==> src/verilog/tcb_defs.svh <==
`ifndef TCB_DEFS_SVH
`define TCB_DEFS_SVH

// register byte offsets
`define TCB_OFS_CTL 8'h00
`define TCB_OFS_CR1 8'h04

// control register fields
`define TCB_CTL_EN_BIT 7
`define TCB_CTL_SIO_BIT 2
`define TCB_CTL_SWRST_BIT 1

// transfer control one fields
`define TCB_CR1_BC_HI 7
`define TCB_CR1_BC_LO 5
`define TCB_CR1_ACK_BIT 4
`define TCB_CR1_ONE_BIT 3
`define TCB_CR1_SCK_HI 2
`define TCB_CR1_SCK_LO 0

// reset values
`define TCB_BC_RST 3'h0
`define TCB_ACK_RST 1'b0
`define TCB_SCK_RST 3'h0
`define TCB_EN_RST 1'b0
`define TCB_SIO_RST 1'b0

// codes and timing
`define TCB_BC_FULL 3'h0
`define TCB_BYTE_BITS 4'h8
`define TCB_SCK_RESERVED 3'h7
`define TCB_DIV_EXP_BASE 4'h5
`define TCB_DIV_OFFSET 12'h048
`define TCB_SWRST_CYCLES 4

`endif

==> src/verilog/tcb_pkg.sv <==
package tcb_pkg;

  typedef enum logic [1:0] {
    TCB_IDLE = 2'b00,
    TCB_BIT_LO = 2'b01,
    TCB_BIT_HI = 2'b10
  } tcb_state_t;

  typedef logic [2:0] tcb_code_t;

endpackage

==> src/verilog/tcb_fifo.sv <==
`timescale 1ns/100ps

module tcb_fifo
#(
  parameter int WIDTH = 8,
  parameter int DEPTH = 2
)
(
  // clock and control
  input wire logic clk,
  input wire logic rst,
  input wire logic ce,
  input wire logic clr,
  // filling side
  input wire logic in_valid,
  input wire logic [WIDTH-1:0] in_data,
  output logic in_ready,
  // draining side
  output logic out_valid,
  output logic [WIDTH-1:0] out_data,
  input wire logic out_ready
);

  localparam int PW = (DEPTH > 1) ? $clog2(DEPTH) : 1;
  localparam int CW = $clog2(DEPTH + 1);

  generate
    if (DEPTH < 2 || WIDTH < 1)
    begin : g_bad
      $error("tcb_fifo needs DEPTH of at least 2 and WIDTH of at least 1");
    end
  endgenerate

  logic [WIDTH-1:0] mem_q [DEPTH];
  logic [PW-1:0] wr_ptr_q;
  logic [PW-1:0] rd_ptr_q;
  logic [CW-1:0] count_q;
  logic [CW-1:0] count_d;
  logic ready_q;

  wire push = in_valid & ready_q;
  wire pop = out_ready & out_valid;
  wire [PW-1:0] wr_next = (wr_ptr_q == PW'(DEPTH - 1)) ? '0 : wr_ptr_q + PW'(1);
  wire [PW-1:0] rd_next = (rd_ptr_q == PW'(DEPTH - 1)) ? '0 : rd_ptr_q + PW'(1);

  assign count_d = count_q + CW'(push) - CW'(pop);
  assign out_valid = (count_q != '0);
  assign out_data = mem_q[rd_ptr_q];
  assign in_ready = ready_q;

  always_ff @(posedge clk)
  begin
    if (rst || (ce && clr))
    begin
      wr_ptr_q <= '0;
      rd_ptr_q <= '0;
      count_q <= '0;
      ready_q <= 1'b1;
    end
    else if (ce)
    begin
      if (push)
      begin
        mem_q[wr_ptr_q] <= in_data;
        wr_ptr_q <= wr_next;
      end
      if (pop)
        rd_ptr_q <= rd_next;
      count_q <= count_d;
      // registered so the ready seen by the source is a clean flop
      ready_q <= (count_d < CW'(DEPTH));
    end
  end

endmodule

==> src/verilog/tcb_transfer_ctrl.sv <==
// Contract
// RULE1: transfer_bit_count 000 means 8 bits, else 1..7; ack adds one clock.
// RULE2: writes take scl_rate_select as n=5..11; SCL = fsys/(2^n+72); 111 reserved.
// RULE3: read bit 0 is 0 during software reset, 1 otherwise.
// RULE4: software clears transfer_bit_count before entering clocked_byte_serial_mode.
// RULE5: bit 0 reads 1 after reset; in serial mode low rate bit reads 0. (Code: in serial mode bit 0 shows sck_q[0], so it reads 1 for odd rate codes.)
// RULE6: bits 31..8 read zero, bit 3 reads one, all read-only.
`timescale 1ns/100ps
`include "tcb_defs.svh"

module tcb_transfer_ctrl
  import tcb_pkg::*;
#(
  parameter int DATA_W = 8,
  parameter int BUF_DEPTH = 2,
  parameter int SWRST_CYCLES = `TCB_SWRST_CYCLES
)
(
  // clock, reset, enable
  input wire logic CLK,
  input wire logic RST,
  input wire logic CE,
  // register port
  input wire logic [7:0] ADDR,
  input wire logic [31:0] WDATA,
  input wire logic WR,
  input wire logic RD,
  output logic [31:0] RDATA,
  // transmit stream
  input wire logic [DATA_W-1:0] TX_DATA,
  input wire logic TX_VALID,
  output logic TX_READY,
  // received data
  output logic [DATA_W-1:0] RX_DATA,
  output logic RX_VALID,
  // two-wire bus pins
  output logic SCL_OUT,
  output logic SCL_OE,
  input wire logic SDA_IN,
  output logic SDA_OUT,
  output logic SDA_OE
);

  generate
    if (DATA_W != 8 || BUF_DEPTH < 2 || SWRST_CYCLES < 1 || SWRST_CYCLES > 255)
    begin : g_bad
      $error("tcb_transfer_ctrl: DATA_W must be 8, BUF_DEPTH >= 2, SWRST_CYCLES 1..255");
    end
  endgenerate

  // ---------------------------------------------------------------
  // register state
  // ---------------------------------------------------------------
  tcb_code_t bc_q;
  logic ack_q;
  tcb_code_t sck_q;
  logic en_q;
  logic sio_q;
  logic [7:0] swrst_cnt_q;
  logic [31:0] rdata_q;

  wire sel_ctl = (ADDR == `TCB_OFS_CTL);
  wire sel_cr1 = (ADDR == `TCB_OFS_CR1);
  wire wr_ctl = WR & sel_ctl;
  wire wr_cr1 = WR & sel_cr1;
  wire [2:0] wr_bc = WDATA[`TCB_CR1_BC_HI:`TCB_CR1_BC_LO];
  wire [2:0] wr_sck = WDATA[`TCB_CR1_SCK_HI:`TCB_CR1_SCK_LO];
  // reserved rate code leaves the divider unchanged
  wire sck_ok = (wr_sck != `TCB_SCK_RESERVED); // RULE2
  wire swrst_busy = (swrst_cnt_q != 8'h00);
  wire swrst_start = wr_ctl & WDATA[`TCB_CTL_SWRST_BIT];
  // bit 0 doubles as reset monitor; serial mode shows the rate bit
  wire mon_bit = sio_q ? sck_q[0] : ~swrst_busy; // RULE3 RULE5

  wire [31:0] cr1_view;
  wire [31:0] ctl_view;
  // upper bits stay zero, bit 3 is hard one
  assign cr1_view = {24'h000000, bc_q, ack_q, 1'b1, sck_q[2:1], mon_bit}; // RULE6
  assign ctl_view = {24'h000000, en_q, 4'h0, sio_q, swrst_busy, 1'b0};
  wire [31:0] rd_mux = sel_cr1 ? cr1_view : (sel_ctl ? ctl_view : 32'h00000000);

  always_ff @(posedge CLK)
  begin
    if (RST)
    begin
      bc_q <= `TCB_BC_RST;
      ack_q <= `TCB_ACK_RST;
      sck_q <= `TCB_SCK_RST;
      en_q <= `TCB_EN_RST;
      sio_q <= `TCB_SIO_RST;
      rdata_q <= 32'h00000000;
    end
    else if (CE)
    begin
      if (wr_cr1)
      begin
        bc_q <= wr_bc;
        ack_q <= WDATA[`TCB_CR1_ACK_BIT];
      end
      if (wr_cr1 && sck_ok)
        sck_q <= wr_sck; // RULE2
      if (wr_ctl)
      begin
        en_q <= WDATA[`TCB_CTL_EN_BIT];
        sio_q <= WDATA[`TCB_CTL_SIO_BIT];
      end
      // read data stand one cycle only, then fall back to zero
      rdata_q <= RD ? rd_mux : 32'h00000000;
    end
  end

  // ---------------------------------------------------------------
  // software reset sequencer
  // ---------------------------------------------------------------
  // a fresh request restarts the count rather than extending it
  always_ff @(posedge CLK)
  begin
    if (RST)
      swrst_cnt_q <= 8'h00;
    else if (CE)
    begin
      if (swrst_start)
        swrst_cnt_q <= 8'(SWRST_CYCLES);
      else if (swrst_busy)
        swrst_cnt_q <= swrst_cnt_q - 8'h01;
    end
  end

  // ---------------------------------------------------------------
  // transmit buffer
  // ---------------------------------------------------------------
  logic buf_valid;
  logic buf_ready;
  logic [DATA_W-1:0] buf_data;

  tcb_fifo #(
    .WIDTH(DATA_W),
    .DEPTH(BUF_DEPTH)
  ) u_buf (
    .clk(CLK),
    .rst(RST),
    .ce(CE),
    .clr(swrst_busy),
    .in_valid(TX_VALID),
    .in_data(TX_DATA),
    .in_ready(TX_READY),
    .out_valid(buf_valid),
    .out_data(buf_data),
    .out_ready(buf_ready)
  );

  // ---------------------------------------------------------------
  // bit timing
  // ---------------------------------------------------------------
  // each level lasts half of 2^n+72; the period is always even
  wire [3:0] div_exp = 4'(sck_q) + `TCB_DIV_EXP_BASE; // RULE2
  wire [11:0] period_len = (12'h001 << div_exp) + `TCB_DIV_OFFSET; // RULE2
  wire [10:0] half_last = 11'(period_len >> 1) - 11'h001;

  wire [3:0] data_len = (bc_q == `TCB_BC_FULL) ? `TCB_BYTE_BITS : {1'b0, bc_q}; // RULE1
  wire [3:0] clk_total = data_len + {3'h0, ack_q}; // RULE1

  // ---------------------------------------------------------------
  // transfer sequencer
  // ---------------------------------------------------------------
  tcb_state_t state_q;
  logic [10:0] tick_q;
  logic [3:0] left_q;
  logic [DATA_W-1:0] shift_q;
  logic [DATA_W-1:0] rx_q;
  logic rx_valid_q;
  logic scl_oe_q;
  logic sda_oe_q;
  logic ack_run_q;

  // serial mode and software reset park the two-wire engine
  wire active = en_q & ~sio_q & ~swrst_busy;
  // one down-counter serves both phases, reloaded at every phase change
  wire tick_done = (tick_q == 11'h000);
  wire start = (state_q == TCB_IDLE) & active & buf_valid;
  wire in_ack = ack_run_q & (left_q == 4'h1); // RULE1
  wire last_bit = (left_q == 4'h1);
  wire [DATA_W-1:0] shift_nx = {shift_q[DATA_W-2:0], 1'b0};
  wire next_is_ack = ack_run_q & (left_q == 4'h2);

  // popped only at a start: a stalled word waits in the buffer, lost only when RST or a software reset clears it
  assign buf_ready = start;

  always_ff @(posedge CLK)
  begin
    if (RST || (CE && !active))
    begin
      state_q <= TCB_IDLE;
      tick_q <= 11'h000;
      left_q <= 4'h0;
      shift_q <= '0;
      scl_oe_q <= 1'b0;
      sda_oe_q <= 1'b0;
      ack_run_q <= 1'b0;
      rx_valid_q <= 1'b0;
    end
    else if (CE)
    begin
      rx_valid_q <= 1'b0;
      case (state_q)
        TCB_IDLE:
        begin
          if (start)
          begin
            shift_q <= buf_data;
            left_q <= clk_total; // RULE1
            ack_run_q <= ack_q;
            tick_q <= half_last;
            scl_oe_q <= 1'b1;
            sda_oe_q <= ~buf_data[DATA_W-1];
            state_q <= TCB_BIT_LO;
          end
        end
        TCB_BIT_LO:
        begin
          if (tick_done)
          begin
            scl_oe_q <= 1'b0;
            tick_q <= half_last;
            state_q <= TCB_BIT_HI;
          end
          else
            tick_q <= tick_q - 11'h001;
        end
        TCB_BIT_HI:
        begin
          if (tick_done)
          begin
            left_q <= left_q - 4'h1;
            if (last_bit)
            begin
              sda_oe_q <= 1'b0;
              rx_valid_q <= 1'b1;
              state_q <= TCB_IDLE;
            end
            else
            begin
              shift_q <= shift_nx;
              // acknowledge clock leaves the data line to the receiver
              sda_oe_q <= next_is_ack ? 1'b0 : ~shift_nx[DATA_W-1]; // RULE1
              scl_oe_q <= 1'b1;
              tick_q <= half_last;
              state_q <= TCB_BIT_LO;
            end
          end
          else
            tick_q <= tick_q - 11'h001;
        end
        default:
          state_q <= TCB_IDLE;
      endcase
    end
  end

  // sampled data bits land lsb-aligned, acknowledge bit is not kept
  always_ff @(posedge CLK)
  begin
    if (RST)
      rx_q <= '0;
    else if (CE)
    begin
      if (start)
        rx_q <= '0;
      else if (state_q == TCB_BIT_HI && tick_done && !in_ack)
        rx_q <= {rx_q[DATA_W-2:0], SDA_IN};
    end
  end

  // ---------------------------------------------------------------
  // outputs
  // ---------------------------------------------------------------
  logic scl_out_q;
  logic sda_out_q;

  // open-drain: only ever pull low
  always_ff @(posedge CLK)
  begin
    if (RST)
    begin
      scl_out_q <= 1'b0;
      sda_out_q <= 1'b0;
    end
    else if (CE)
    begin
      scl_out_q <= 1'b0;
      sda_out_q <= 1'b0;
    end
  end

  assign RDATA = rdata_q;
  assign RX_DATA = rx_q;
  assign RX_VALID = rx_valid_q;
  assign SCL_OUT = scl_out_q;
  assign SCL_OE = scl_oe_q;
  assign SDA_OUT = sda_out_q;
  assign SDA_OE = sda_oe_q;

endmodule

==> config.mk <==
export PLATFORM = sky130hd
export DESIGN_NAME = tcb_transfer_ctrl
export DESIGN_NICKNAME = d
export VERILOG_FILES = /design/src/verilog/tcb_pkg.sv /design/src/verilog/tcb_fifo.sv /design/src/verilog/tcb_transfer_ctrl.sv
export VERILOG_INCLUDE_DIRS = /design/src /design/src/verilog
export SDC_FILE = /design/constraint.sdc
export NUM_CORES = 1
export LEC_CHECK = 0
export ABC_AREA = 0
export BUFFER_PORTS_ARGS = -buffer_cell sky130_fd_sc_hd__buf_2
export CAP_MARGIN = 20
export CORE_MARGIN = 2
export CORE_UTILIZATION = 45
export DETAILED_ROUTE_END_ITERATION = 8
export GPL_TIMING_DRIVEN = 0
export PLACE_DENSITY = 0.71
export SYNTH_ARGS = -nofsm -noshare
export SYNTH_HDL_FRONTEND = slang
export SYNTH_SLANG_ARGS = --single-unit
==> constraint.sdc <==
create_clock -name CLK -period 2.5 [get_ports CLK]
set_input_delay 0.125 -clock CLK [delete_from_list [all_inputs] [get_ports CLK]]
set_output_delay 0.125 -clock CLK [all_outputs]
set_load 0.05 [all_outputs]
== Yosys cells after proc, flatten, opt, wreduce, memory -nomap -nowiden ==
Memory sizes are Yosys's and may differ from the RTL's. A register that Yosys moved wholly into a read port is not among the register bits.
Cells that the tools add are included.

* Bitwise operators: 15
* Div/mod/pow operators: 0
* Add/sub/neg operators: 11
* Multipliers: 0
* Order comparisons: 1
* Shifts and indexed selects: 1
* Multiplexer cells: 47
* Equal/unequal tests: 11
* Reductions and logical operators: 32

{| class="wikitable"
|+ Operators with widths
! kind !! count
|-
| $mux W8 || 7
|-
| $mux W11 || 4
|-
| $pmux W11 S3 || 1
|-
| $sub A11 B1 Y11 const B || 2
|-
| $mux W1 || 21
|-
| $mux W7 || 3
|-
| $pmux W7 S2 || 1
|-
| $reduce_and A2 Y1 || 7
|-
| $add A12 B7 Y12 const B || 1
|-
| $mux W4 || 3
|-
| $reduce_and A4 Y1 || 3
|-
| $shl A1 B4 Y12 const A || 1
|-
| $and A1 B1 Y1 || 11
|-
| $logic_not A11 Y1 || 1
|-
| $eq A8 B3 Y1 const B || 1
|-
| $logic_not A8 Y1 || 1
|-
| $pmux W4 S2 || 1
|-
| $reduce_bool A2 Y1 || 4
|-
| $reduce_bool A8 Y1 || 1
|-
| $sub A8 B1 Y8 const B || 1
|-
| $mux W2 || 3
|-
| $ne A2 B2 Y1 const B || 3
|-
| $ne A3 B3 Y1 const B || 2
|-
| $pmux W2 S3 || 1
|-
| other kinds (24) || 34
|}

* Register bits after elaboration: 90
* Memory bits (writable): 16
* Bits in latches: 0
* Bits of input ports: 55
* Memories: 1
* ROM bits: 0

{| class="wikitable"
|+ Memories
! name !! depth !! width !! read ports !! clocked after memory_dff !! write ports !! RTL line !! text
|-
| u_buf.mem_q || 2 || 8 || 1 || 1 || 1 || tcb_fifo.sv:34 || <nowiki>logic [WIDTH-1:0] mem_q [DEPTH];</nowiki>
|}

== Depth between registers and ports, before layout ==
Gate-level depths: netlist of run 1.

* Depth in word-level cells: 9
* Depth in mapped cells: 14
* Gate-level depth less buffers: 14

== By module ==
A second synthesis of run 1 with hierarchy kept.

* Cell total of the unflattened synthesis: 483
* Area total of the unflattened synthesis: 4321.6 um^2

{| class="wikitable"
|+ By module, submodules not included
! module !! cells an instance !! seq. area each (um^2) !! area an instance (um^2) !! instances
|-
| tcb_transfer_ctrl || 419 || 1221.2 || 3410.8 || 1
|-
| tcb_fifo || 64 || 600.6 || 910.9 || 1
|}

== Worst setup path before layout of run 1 ==
No wires, ideal clock.

* Path kind: reg2reg
* Start point: reg swrst_cnt_q[0]
* End point: mem u_buf.mem_q[0][0] (enable)
* Arrival: 2.341 ns
* Path buffers: 1
* Stages on the path, launching flop included: 9
* Setup slack: -0.227 ns
* Required time: 2.115 ns
* Setup time: 0.385 ns
* Clock period less this slack: 2.727 ns
* Cells stage by stage: dfxtp_1 inv_1 ha_1 or3b_1 or2_2 clkbuf_1 nand2_1 nand2b_1 nor3b_1

* Word-level cells in the longest chain between the ends: 5

{| class="wikitable"
|+ RTL lines
! item !! RTL line !! text
|-
| from (decl) || tcb_transfer_ctrl.sv:59 || <nowiki>logic [7:0] swrst_cnt_q;</nowiki>
|-
| from (signal assigned) || tcb_transfer_ctrl.sv:123 || <nowiki>swrst_cnt_q <= 8'(SWRST_CYCLES);</nowiki>
|-
| from (signal assigned) || tcb_transfer_ctrl.sv:125 || <nowiki>swrst_cnt_q <= swrst_cnt_q - 8'h01;</nowiki>
|-
| $reduce_bool A8 Y1 || tcb_transfer_ctrl.sv:70 || <nowiki>wire swrst_busy = (swrst_cnt_q != 8'h00);</nowiki>
|-
| $logic_and A1 B1 Y1 || tcb_fifo.sv:53 || <nowiki>if (rst || (ce && clr))</nowiki>
|-
| $logic_or A1 B1 Y1 || tcb_fifo.sv:53 ||
|-
| $mux W1 || tcb_fifo.sv:53 ||
|-
| $mux W1 (not written as such) || tcb_fifo.sv:64 || <nowiki>mem_q[wr_ptr_q] <= in_data;</nowiki>
|-
| to (decl) || tcb_fifo.sv:34 ||
|}

Every way passes these cells.

== Final worst setup path of run 1 ==
* Start point: reg swrst_cnt_q[1]
* End point: reg u_buf.ready_q (netlist: u_buf.in_ready)

* Word-level cells in the longest chain between the ends: 8

{| class="wikitable"
|+ RTL lines
! item !! RTL line !! text
|-
| $reduce_bool A8 Y1 (*) || tcb_transfer_ctrl.sv:70 ||
|-
| $not A1 Y1 || tcb_transfer_ctrl.sv:177 || <nowiki>wire active = en_q & ~sio_q & ~swrst_busy;</nowiki>
|-
| $and A1 B1 Y1 || tcb_transfer_ctrl.sv:177 ||
|-
| $and A1 B1 Y1 (2 in a row) || tcb_transfer_ctrl.sv:180 || <nowiki>wire start = (state_q == TCB_IDLE) & active & buf_valid;</nowiki>
|-
| $and A1 B1 Y1 || tcb_fifo.sv:42 || <nowiki>wire pop = out_ready & out_valid;</nowiki>
|-
| $sub A2 B1 Y2 || tcb_fifo.sv:46 || <nowiki>assign count_d = count_q + CW'(push) - CW'(pop);</nowiki>
|-
| $lt A2 B2 Y1 || tcb_fifo.sv:71 || <nowiki>ready_q <= (count_d < CW'(DEPTH));</nowiki>
|-
| to (signal assigned) || tcb_fifo.sv:71 ||
|-
| to (decl) || tcb_fifo.sv:39 || <nowiki>logic ready_q;</nowiki>
|}

Every way passes the cells marked *; elsewhere a longest branch is shown, timed or not.
A chain may end at the register's enable or synchronous reset.

==> results of run 1 <==
==> kinds of logic after synthesis <==
group | Yosys count | synth area share
AOI/OAI and AO/OA | 129 | 0.198
muxes | 18 | 0.0412
adders and majority gates | 16 | 0.0452
and+or+nand+nor | 166 | 0.195
DFF | 83 | 0.411
xor gates and xnor gates | 11 | 0.0217
other | 2 | 0.00170
buffers and inverters | 71 | 0.0853
==> how the worst max path moves through the flow <==
stage               cells after the start  slack, ns                 to      startpoint
detailed placement                      8      -0.46  u_buf.mem_q[0][5]  swrst_cnt_q[0]
global route                           14      -0.02     u_buf.in_ready  swrst_cnt_q[1]
finish                                 14       0.13     u_buf.in_ready  swrst_cnt_q[1]
CTS                                     7       0.04             SCL_OE       tick_q[0]
global placement                        8      -0.40  u_buf.mem_q[0][5]  swrst_cnt_q[0]
floorplan                              14       0.01     u_buf.in_ready  swrst_cnt_q[0]
==> routing by layer <==
metal	track usage	vias up
met5	0	-
met4	0.0800	0
met3	0.0430	11
met2	0.348	84
met1	0.253	1847
li1	-	1944
==> metrics by stage <==
stage	TNS, ns	utilization	total power [mW]
6_report	0	0.551	3.42
4_1_cts	0	0.545	3.34
3_3_place_gp	-4.51	0.512	2.32
5_1_grt	-0.0202	0.551	3.60
2_1_floorplan	0	-	2.18
3_5_place_dp	-6.02	0.512	2.36
==> cells in the final DEF, fill, tap and decap left out, drive strengths merged, types with 3 or more instances in the layout <==
cell type and instances:
nand2b 11, o41ai 3, o32ai 4, and3 4, nand3 10, mux2i 16, a21oi 44, dlygate4sd3 9
o31ai 4, buf 85, dfxtp 67, o211ai 6, ha 16, o22ai 6, nor3b 6, nand4 4
inv 19, o21a 5, o2111ai 8, nor2 44, nand2 41, clkinv 5, xor2 6, edfxtp 16
a31oi 3, clkbuf 31, xnor2 5, nor4 5, a211oi 4, nor3 16, a2bb2oi 3, or3 6
a22oi 4, or4 3, o21ai 21, conb 32
==> registers in the layout, indices dropped and copies added (netlist names), 2 cells and up, named ones only <==
signal	flops
tick_q	11
state_q	2
bc_q	3
RX_DATA	8
sck_q	3
shift_q	7
swrst_cnt_q	8
left_q	4
u_buf.mem_q	16
u_buf.count_q	2
RDATA	8
==> worst max-delay path, stage by stage, from the launching register on <==
cell	delay, ns
dfxtp_2	0.34
inv_2	0.06
ha_4	0.14
or3b_4	0.43
nor2_4	0.16
nand3_4	0.10
inv_2	0.07
ha_1	0.23
inv_1	0.06
ha_2	0.18
xnor2_2	0.12
xnor2_1	0.14
nand2_1	0.07
o21ai_1	0.10
nand2_1	0.06
==> area by class of cell <==
cell class / instances / area, µm² / share of cell area
multi-input combinational: 372 / 2420 / 0.453
sequential: 83 / 1820 / 0.342
timing repair buffer: 63 / 385 / 0.0722
buffer: 52 / 308 / 0.0577
tap: 133 / 166 / 0.0312
clock buffer: 10 / 128 / 0.0239
inverter: 18 / 67.6 / 0.0127
clock inverter: 6 / 40.0 / 0.00750
==> repair_timing <==
| action | CTS | global route |
|---|---|---|
| setup buffers | 2 | 3 |
| hold endpoints to repair | 17 | 0 |
| pin swaps | 2 | 5 |
| hold buffers | 9 | 0 |
| setup endpoints to repair | 25 | 23 |
| gates resized for setup | 10 | 13 |
==> synth_stat cells, types with 3 or more instances <==
| cell | instances |
|---|---|
| dfxtp_1 | 67 |
| ha_1 | 16 |
| a21oi_1 | 43 |
| clkbuf_1 | 22 |
| o31ai_1 | 4 |
| and3_1 | 4 |
| o211ai_1 | 6 |
| nand2b_1 | 11 |
| o21a_1 | 5 |
| or3_1 | 6 |
| xor2_1 | 6 |
| inv_1 | 18 |
| nand2_1 | 41 |
| nor3b_1 | 6 |
| mux2i_1 | 16 |
| a31oi_1 | 3 |
| a211oi_1 | 4 |
| o21ai_0 | 20 |
| nor2_1 | 44 |
| nand4_1 | 3 |
| o2111ai_1 | 8 |
| o22ai_1 | 6 |
| o32ai_1 | 4 |
| edfxtp_1 | 16 |
| a2bb2oi_1 | 3 |
| nor3_1 | 16 |
| nand3_1 | 9 |
| xnor2_1 | 5 |
| buf_4 | 27 |
| a22oi_1 | 4 |
| nor4_1 | 4 |
==> report_power, final <==
part	internal (mW)	leakage, nW	switching, mW
clock	0.362	0.0880	0.510
combinational	0.432	1.40	0.577
sequential	1.45	0.687	0.0835
total	2.25	2.17	1.17
==> summary.txt, run 1 <==
Layout
  • Final instance area: 5340 µm²
  • Fillcell total: 886
  • Synthesis-to-finish area growth: 20.4%
  • Ant diodes: 0
  • Fin cells: 737
  • NumNets Final: 670
  • Share of cells above drive strength 1: 0.217

Worst setup path
  • CP startpoint kind: flip-flop
  • CP Capture Type: flip-flop
  • Crit path max fanout: 5
  • RR Endpoint: u_buf.in_ready
  • CP Data Required Time: 2.76 ns
  • Kind of critical path: reg -> reg
  • Reg-to-reg slack, setup: 0.13 ns
  • Arr. time, crit path: 2.63 ns
  • Worst reg2reg path depth: 14
  • RR Startpoint: swrst_cnt_q[1]

Drt
  • Detailed Route Iter0 Violations: 189
  • Routed WL: 10400 µm
  • WL met1: 4670 µm
  • DR top layer: met4
  • Met2 WL post-DR: 5180 µm
  • DRC Markers: 0
  • Routed Antenna Nets: 0
  • Via density: 5.27
  • Met3 wire len: 432 µm
  • Via count: 3886
  • Wire per inst: 14.1 µm
  • Router iterations before antenna repair: 4

Logic synthesis
  • Syn Inst Count: 496
  • Syn Area/Cell: 8.93 µm²
  • Post-synth EDFFs: 16
  • Yosys top cell area share: 0.303
  • Unique masters post-synth: 66
  • Cell taking the most area after synthesis: dfxtp_1
  • Top_reg_cell synth: dfxtp_1
  • Cell area after synthesis: 4430 µm²
  • Area contributors post-synth: dfxtp_1, edfxtp_1, a21oi_1, buf_4, ha_1
  • Part of the Yosys area used for sequential elements: 0.411
  • Async SR Flop Fraction: 0
  • Register bit count reported by yosys: 83
  • Syn. warnings: 0

Timing
  • Max-slew violations: 0
  • Fmax: 422 MHz
  • Rel. slew slack: 0.625
  • Shortest period the worst path allows: 2.37 ns
  • Clk_skew: 0.0119 ns
  • Tcrit/Tclk final: 0.948
  • Final hold viol count: 0
  • Unrepaired setup endpoints after global routing: yes
  • Worst Tran Pin Value: 0.560 ns
  • Worst setup margin: 0.131 ns
  • Final setup fails: 0
  • WHS: 0.0129 ns

GRT
  • Initial antenna violation count: 0
  • Largest net degree at the start of global routing: 15
  • GRT Overall Usage: 0.204
  • GRT Residual Overflow: 0
  • First-pass GRT wire length: 17000 µm
  • Vias in the first global route: 3618

Hold path
  • HP Class: in -> reg
  • Hold path startpoint: WDATA[5]
  • Worst Hold Path Cells: 3
  • Worst Hold Endpoint: bc_q[0]

Clock network
  • CTS H-Tree Depth: 3
  • Root Driver: clkbuf_8
  • Clk Latency, worst-skew pair: 0.37 ns
  • Clk sinks: 83
  • CTS tree: built
  • Clock Path Buffers: 2
  • Clock-pin slew on the worst setup and hold paths: 0.09 ns
  • CTS buffer count: 9

Placement
  • # port buffers: 49
  • Cell count after placement: 708
  • Setup WS pre-CTS: -0.463 ns
  • Gpl congestion: 0.889
  • Placed Area: 4960 µm²
  • DP HPWL: 7740 µm

Floorplanning
  • Initial Utilization: 0.457
  • Die X: 103 µm
  • FP Rows: 36
  • Die Area: 10700 µm²
  • Core Area: 9680 µm²
  • Die Ht: 103 µm
  • I/O pin total: 101

Outcome
  • Outcome: completed

Flow run
  • MaxCap Viol Count: 0

Power and ir drop
  • VDD IR max: 0.413 mV
  • Pwr/cell area: 640 nW/µm²
  • Pleak: 2.17 nW
(Power assumes the default switching activity.)
==> run 2: changes to the inputs <==
--- a/config.mk
+++ b/config.mk
@@ -14,6 +14,7 @@
 export DETAILED_ROUTE_END_ITERATION = 8
 export GPL_TIMING_DRIVEN = 0
 export PLACE_DENSITY = 0.71
+export SETUP_SLACK_MARGIN = 0.4
 export SYNTH_ARGS = -nofsm -noshare
 export SYNTH_HDL_FRONTEND = slang
 export SYNTH_SLANG_ARGS = --single-unit
==> run 2 against run 1 <==
Compared with the run above:
- flip-flop and latch count unchanged
- clock power up 31%
- die area unchanged
- total power up 16%
- first-iteration DRC count up 33%
- wire length up 9.9%
- critical path depth down 5
- sequential share of layout area down 3.4 points
- combinational power up 27%
- clock skew about the same
==> summary.txt, run 2 (synthesis gave the netlist of run 1 again) <==
Worst setup path
  • Kind of critical path: reg -> reg (unchanged)
  • Worst reg2reg path depth: 9 (was 14)
  • CP Data Required Time: 2.75 ns (was 2.76 ns)
  • CP startpoint kind: flip-flop (unchanged)
  • Reg-to-reg slack, setup: 0.21 ns (was 0.13 ns)
  • Arr. time, crit path: 2.54 ns (was 2.63 ns)
  • RR Startpoint: swrst_cnt_q[6] (was swrst_cnt_q[1])
  • CP Capture Type: flip-flop (unchanged)
  • Crit path max fanout: 5 (unchanged)
  • RR Endpoint: shift_q[4] (was u_buf.in_ready)

Power and ir drop
  • Total chip power: 3.95 mW (was 3.42 mW)
  • Pwr/cell area: 665 nW/µm² (was 640 nW/µm²)
  • VDD IR max: 0.442 mV (was 0.413 mV)
  • Pleak: 2.44 nW (was 2.17 nW)

Floorplanning
  • Die Ht: 103 µm (unchanged)
  • FP Rows: 36 (unchanged)
  • Core Area: 9680 µm² (unchanged)
  • Initial Utilization: 0.457 (unchanged)
  • Die Area: 10700 µm² (unchanged)
  • I/O pin total: 101 (unchanged)
  • Die X: 103 µm (unchanged)

Layout
  • Synthesis-to-finish area growth: 33.9% (was 20.4%)
  • Biggest regs: u_buf.mem_q: 16 flops, tick_q: 11 flops (unchanged)
  • Most frequent cells in the layout: dfxtp_1, buf_4, buf_2 (was dfxtp_1, buf_2, nor2_1, a21oi_1, nand2_1)
  • Max FFs per register: 16 (unchanged)
  • Ant diodes: 0 (unchanged)
  • Reg with most FFs: u_buf.mem_q (unchanged)
  • Final instance area: 5930 µm² (was 5340 µm²)
  • NumNets Final: 702 (was 670)
  • Share of cells above drive strength 1: 0.308 (was 0.217)
  • Commonest non-fill, non-tap cell in the layout: dfxtp_1 (unchanged)
  • Fillcell total: 799 (was 886)
  • Post-layout util: 0.613 (was 0.551)
  • Fin cells: 769 (was 737)

Drt
  • Wire per inst: 14.9 µm (was 14.1 µm)
  • Via count: 4054 (was 3886)
  • Via density: 5.27 (about the same)
  • Routed Antenna Nets: 0 (unchanged)
  • Routed WL: 11500 µm (was 10400 µm)
  • Detailed Route Iter0 Violations: 251 (was 189)
  • Router iterations before antenna repair: 4 (unchanged)
  • DRC Markers: 0 (unchanged)

Timing
  • Worst setup margin: 0.210 ns (was 0.131 ns)
  • WHS: 0.0205 ns (was 0.0129 ns)
  • Shortest period the worst path allows: 2.29 ns (was 2.37 ns)
  • Unrepaired setup endpoints after global routing: yes (unchanged)
  • Clk_skew: 0.0121 ns (was 0.0119 ns)
  • Max-slew violations: 0 (unchanged)
  • Setup_tns: 0 ns (unchanged)
  • Final setup fails: 0 (unchanged)
  • Fmax: 437 MHz (was 422 MHz)
  • Rel. slew slack: 0.590 (was 0.625)
  • Worst Tran Pin Value: 0.615 ns (was 0.560 ns)
  • Tcrit/Tclk final: 0.916 (was 0.948)
  • Final hold viol count: 0 (unchanged)

Hold path
  • Hold path startpoint: WDATA[7] (was WDATA[5])
  • Worst Hold Endpoint: bc_q[2] (was bc_q[0])
  • Worst Hold Path Cells: 3 (unchanged)
  • HP Class: in -> reg (unchanged)

GRT
  • Vias in the first global route: 3844 (was 3618)
  • Largest net degree at the start of global routing: 17 (was 15)
  • GRT Residual Overflow: 0 (unchanged)
  • First-pass GRT wire length: 18500 µm (was 17000 µm)
  • Initial antenna violation count: 0 (unchanged)
  • GRT Overall Usage: 0.222 (was 0.204)

Clock network
  • Clk Latency, worst-skew pair: 0.37 ns (about the same)
  • Clk sinks: 83 (unchanged)
  • Clock-pin slew on the worst setup and hold paths: 0.09 ns (about the same)
  • CTS tree: built (unchanged)
  • Clock Path Buffers: 2 (unchanged)
  • CTS H-Tree Depth: 3 (unchanged)
  • Root Driver: clkbuf_8 (unchanged)
  • CTS buffer count: 9 (unchanged)

Placement
  • Placed Area: 5020 µm² (was 4960 µm²)
  • DP HPWL: 7690 µm (was 7740 µm)
  • Gpl congestion: 0.850 (was 0.889)
  • Setup WS pre-CTS: -0.0662 ns (was -0.463 ns)
  • # port buffers: 49 (unchanged)
  • Cell count after placement: 708 (unchanged)

Outcome
  • Outcome: completed (unchanged)

Flow run
  • MaxCap Viol Count: 0 (unchanged)
[run 2: changes by cell type in the layout (fill, tap and decap cells not counted), moves of 5 or more]
cell | previous run | this run
buf_4 | 31 | 54
clkbuf_1 | 21 | 16
o21ai_0 | 19 | 14
buf_6 | 1 | 11
a21oi_1 | 43 | 38
[run 2: what timing repair did]
item	in CTS	in global routing
pin swaps	20	29
hold buffers	12	0
setup buffers	18	12
hold endpoints to repair	20	0
setup endpoints to repair	59	58
gates resized for setup	47	38
gates cloned	3	0
[run 2: cell type report]
class	instances	area [µm²]	share of cell area
buffer	53	358	0.0603
clock buffer	9	124	0.0209
clock inverter	7	108	0.0181
inverter	18	75.1	0.0127
multi-input combinational	372	2630	0.443
sequential	83	1830	0.308
tap	133	166	0.0280
timing repair buffer	94	644	0.109
[run 2: critical path: stages (launching register included)]
cell and delay (ns):
dfxtp_2 0.34, or4_4 0.58, nor2_4 0.17, buf_4 0.12, buf_4 0.09, buf_4 0.13, a41oi_2 0.20, buf_4 0.23
o21ai_0 0.22, a21oi_1 0.11
[run 2: how the worst max path moves through the flow]
| stage | startpoint | end | slack [ns] | cells after the start |
|---|---|---|---|---|
| after floorplan | swrst_cnt_q[1] | u_buf.in_ready | 0.26 | 14 |
| after global placement | swrst_cnt_q[1] | u_buf.mem_q[0][6] | -0.0005 | 8 |
| after detailed placement | tick_q[0] | shift_q[4] | -0.07 | 7 |
| after CTS | swrst_cnt_q[0] | u_buf.in_ready | 0.25 | 14 |
| after global routing | swrst_cnt_q[6] | u_buf.in_ready | 0.12 | 12 |
| final | swrst_cnt_q[6] | shift_q[4] | 0.21 | 9 |
[run 2: report_power, final]
part	internal, mW	switching, mW
registers	1.45	0.0757
clock network	0.582	0.560
logic	0.617	0.661
total	2.65	1.30
[run 2: metal layers]
metal  global-route usage  vias up  wire [µm]
met5                    0        -          0
met4               0.0810        0        147
met3               0.0450       12        563
met2                0.375      120       5750
met1                0.282     1916       4990
li1                     -     2006          -
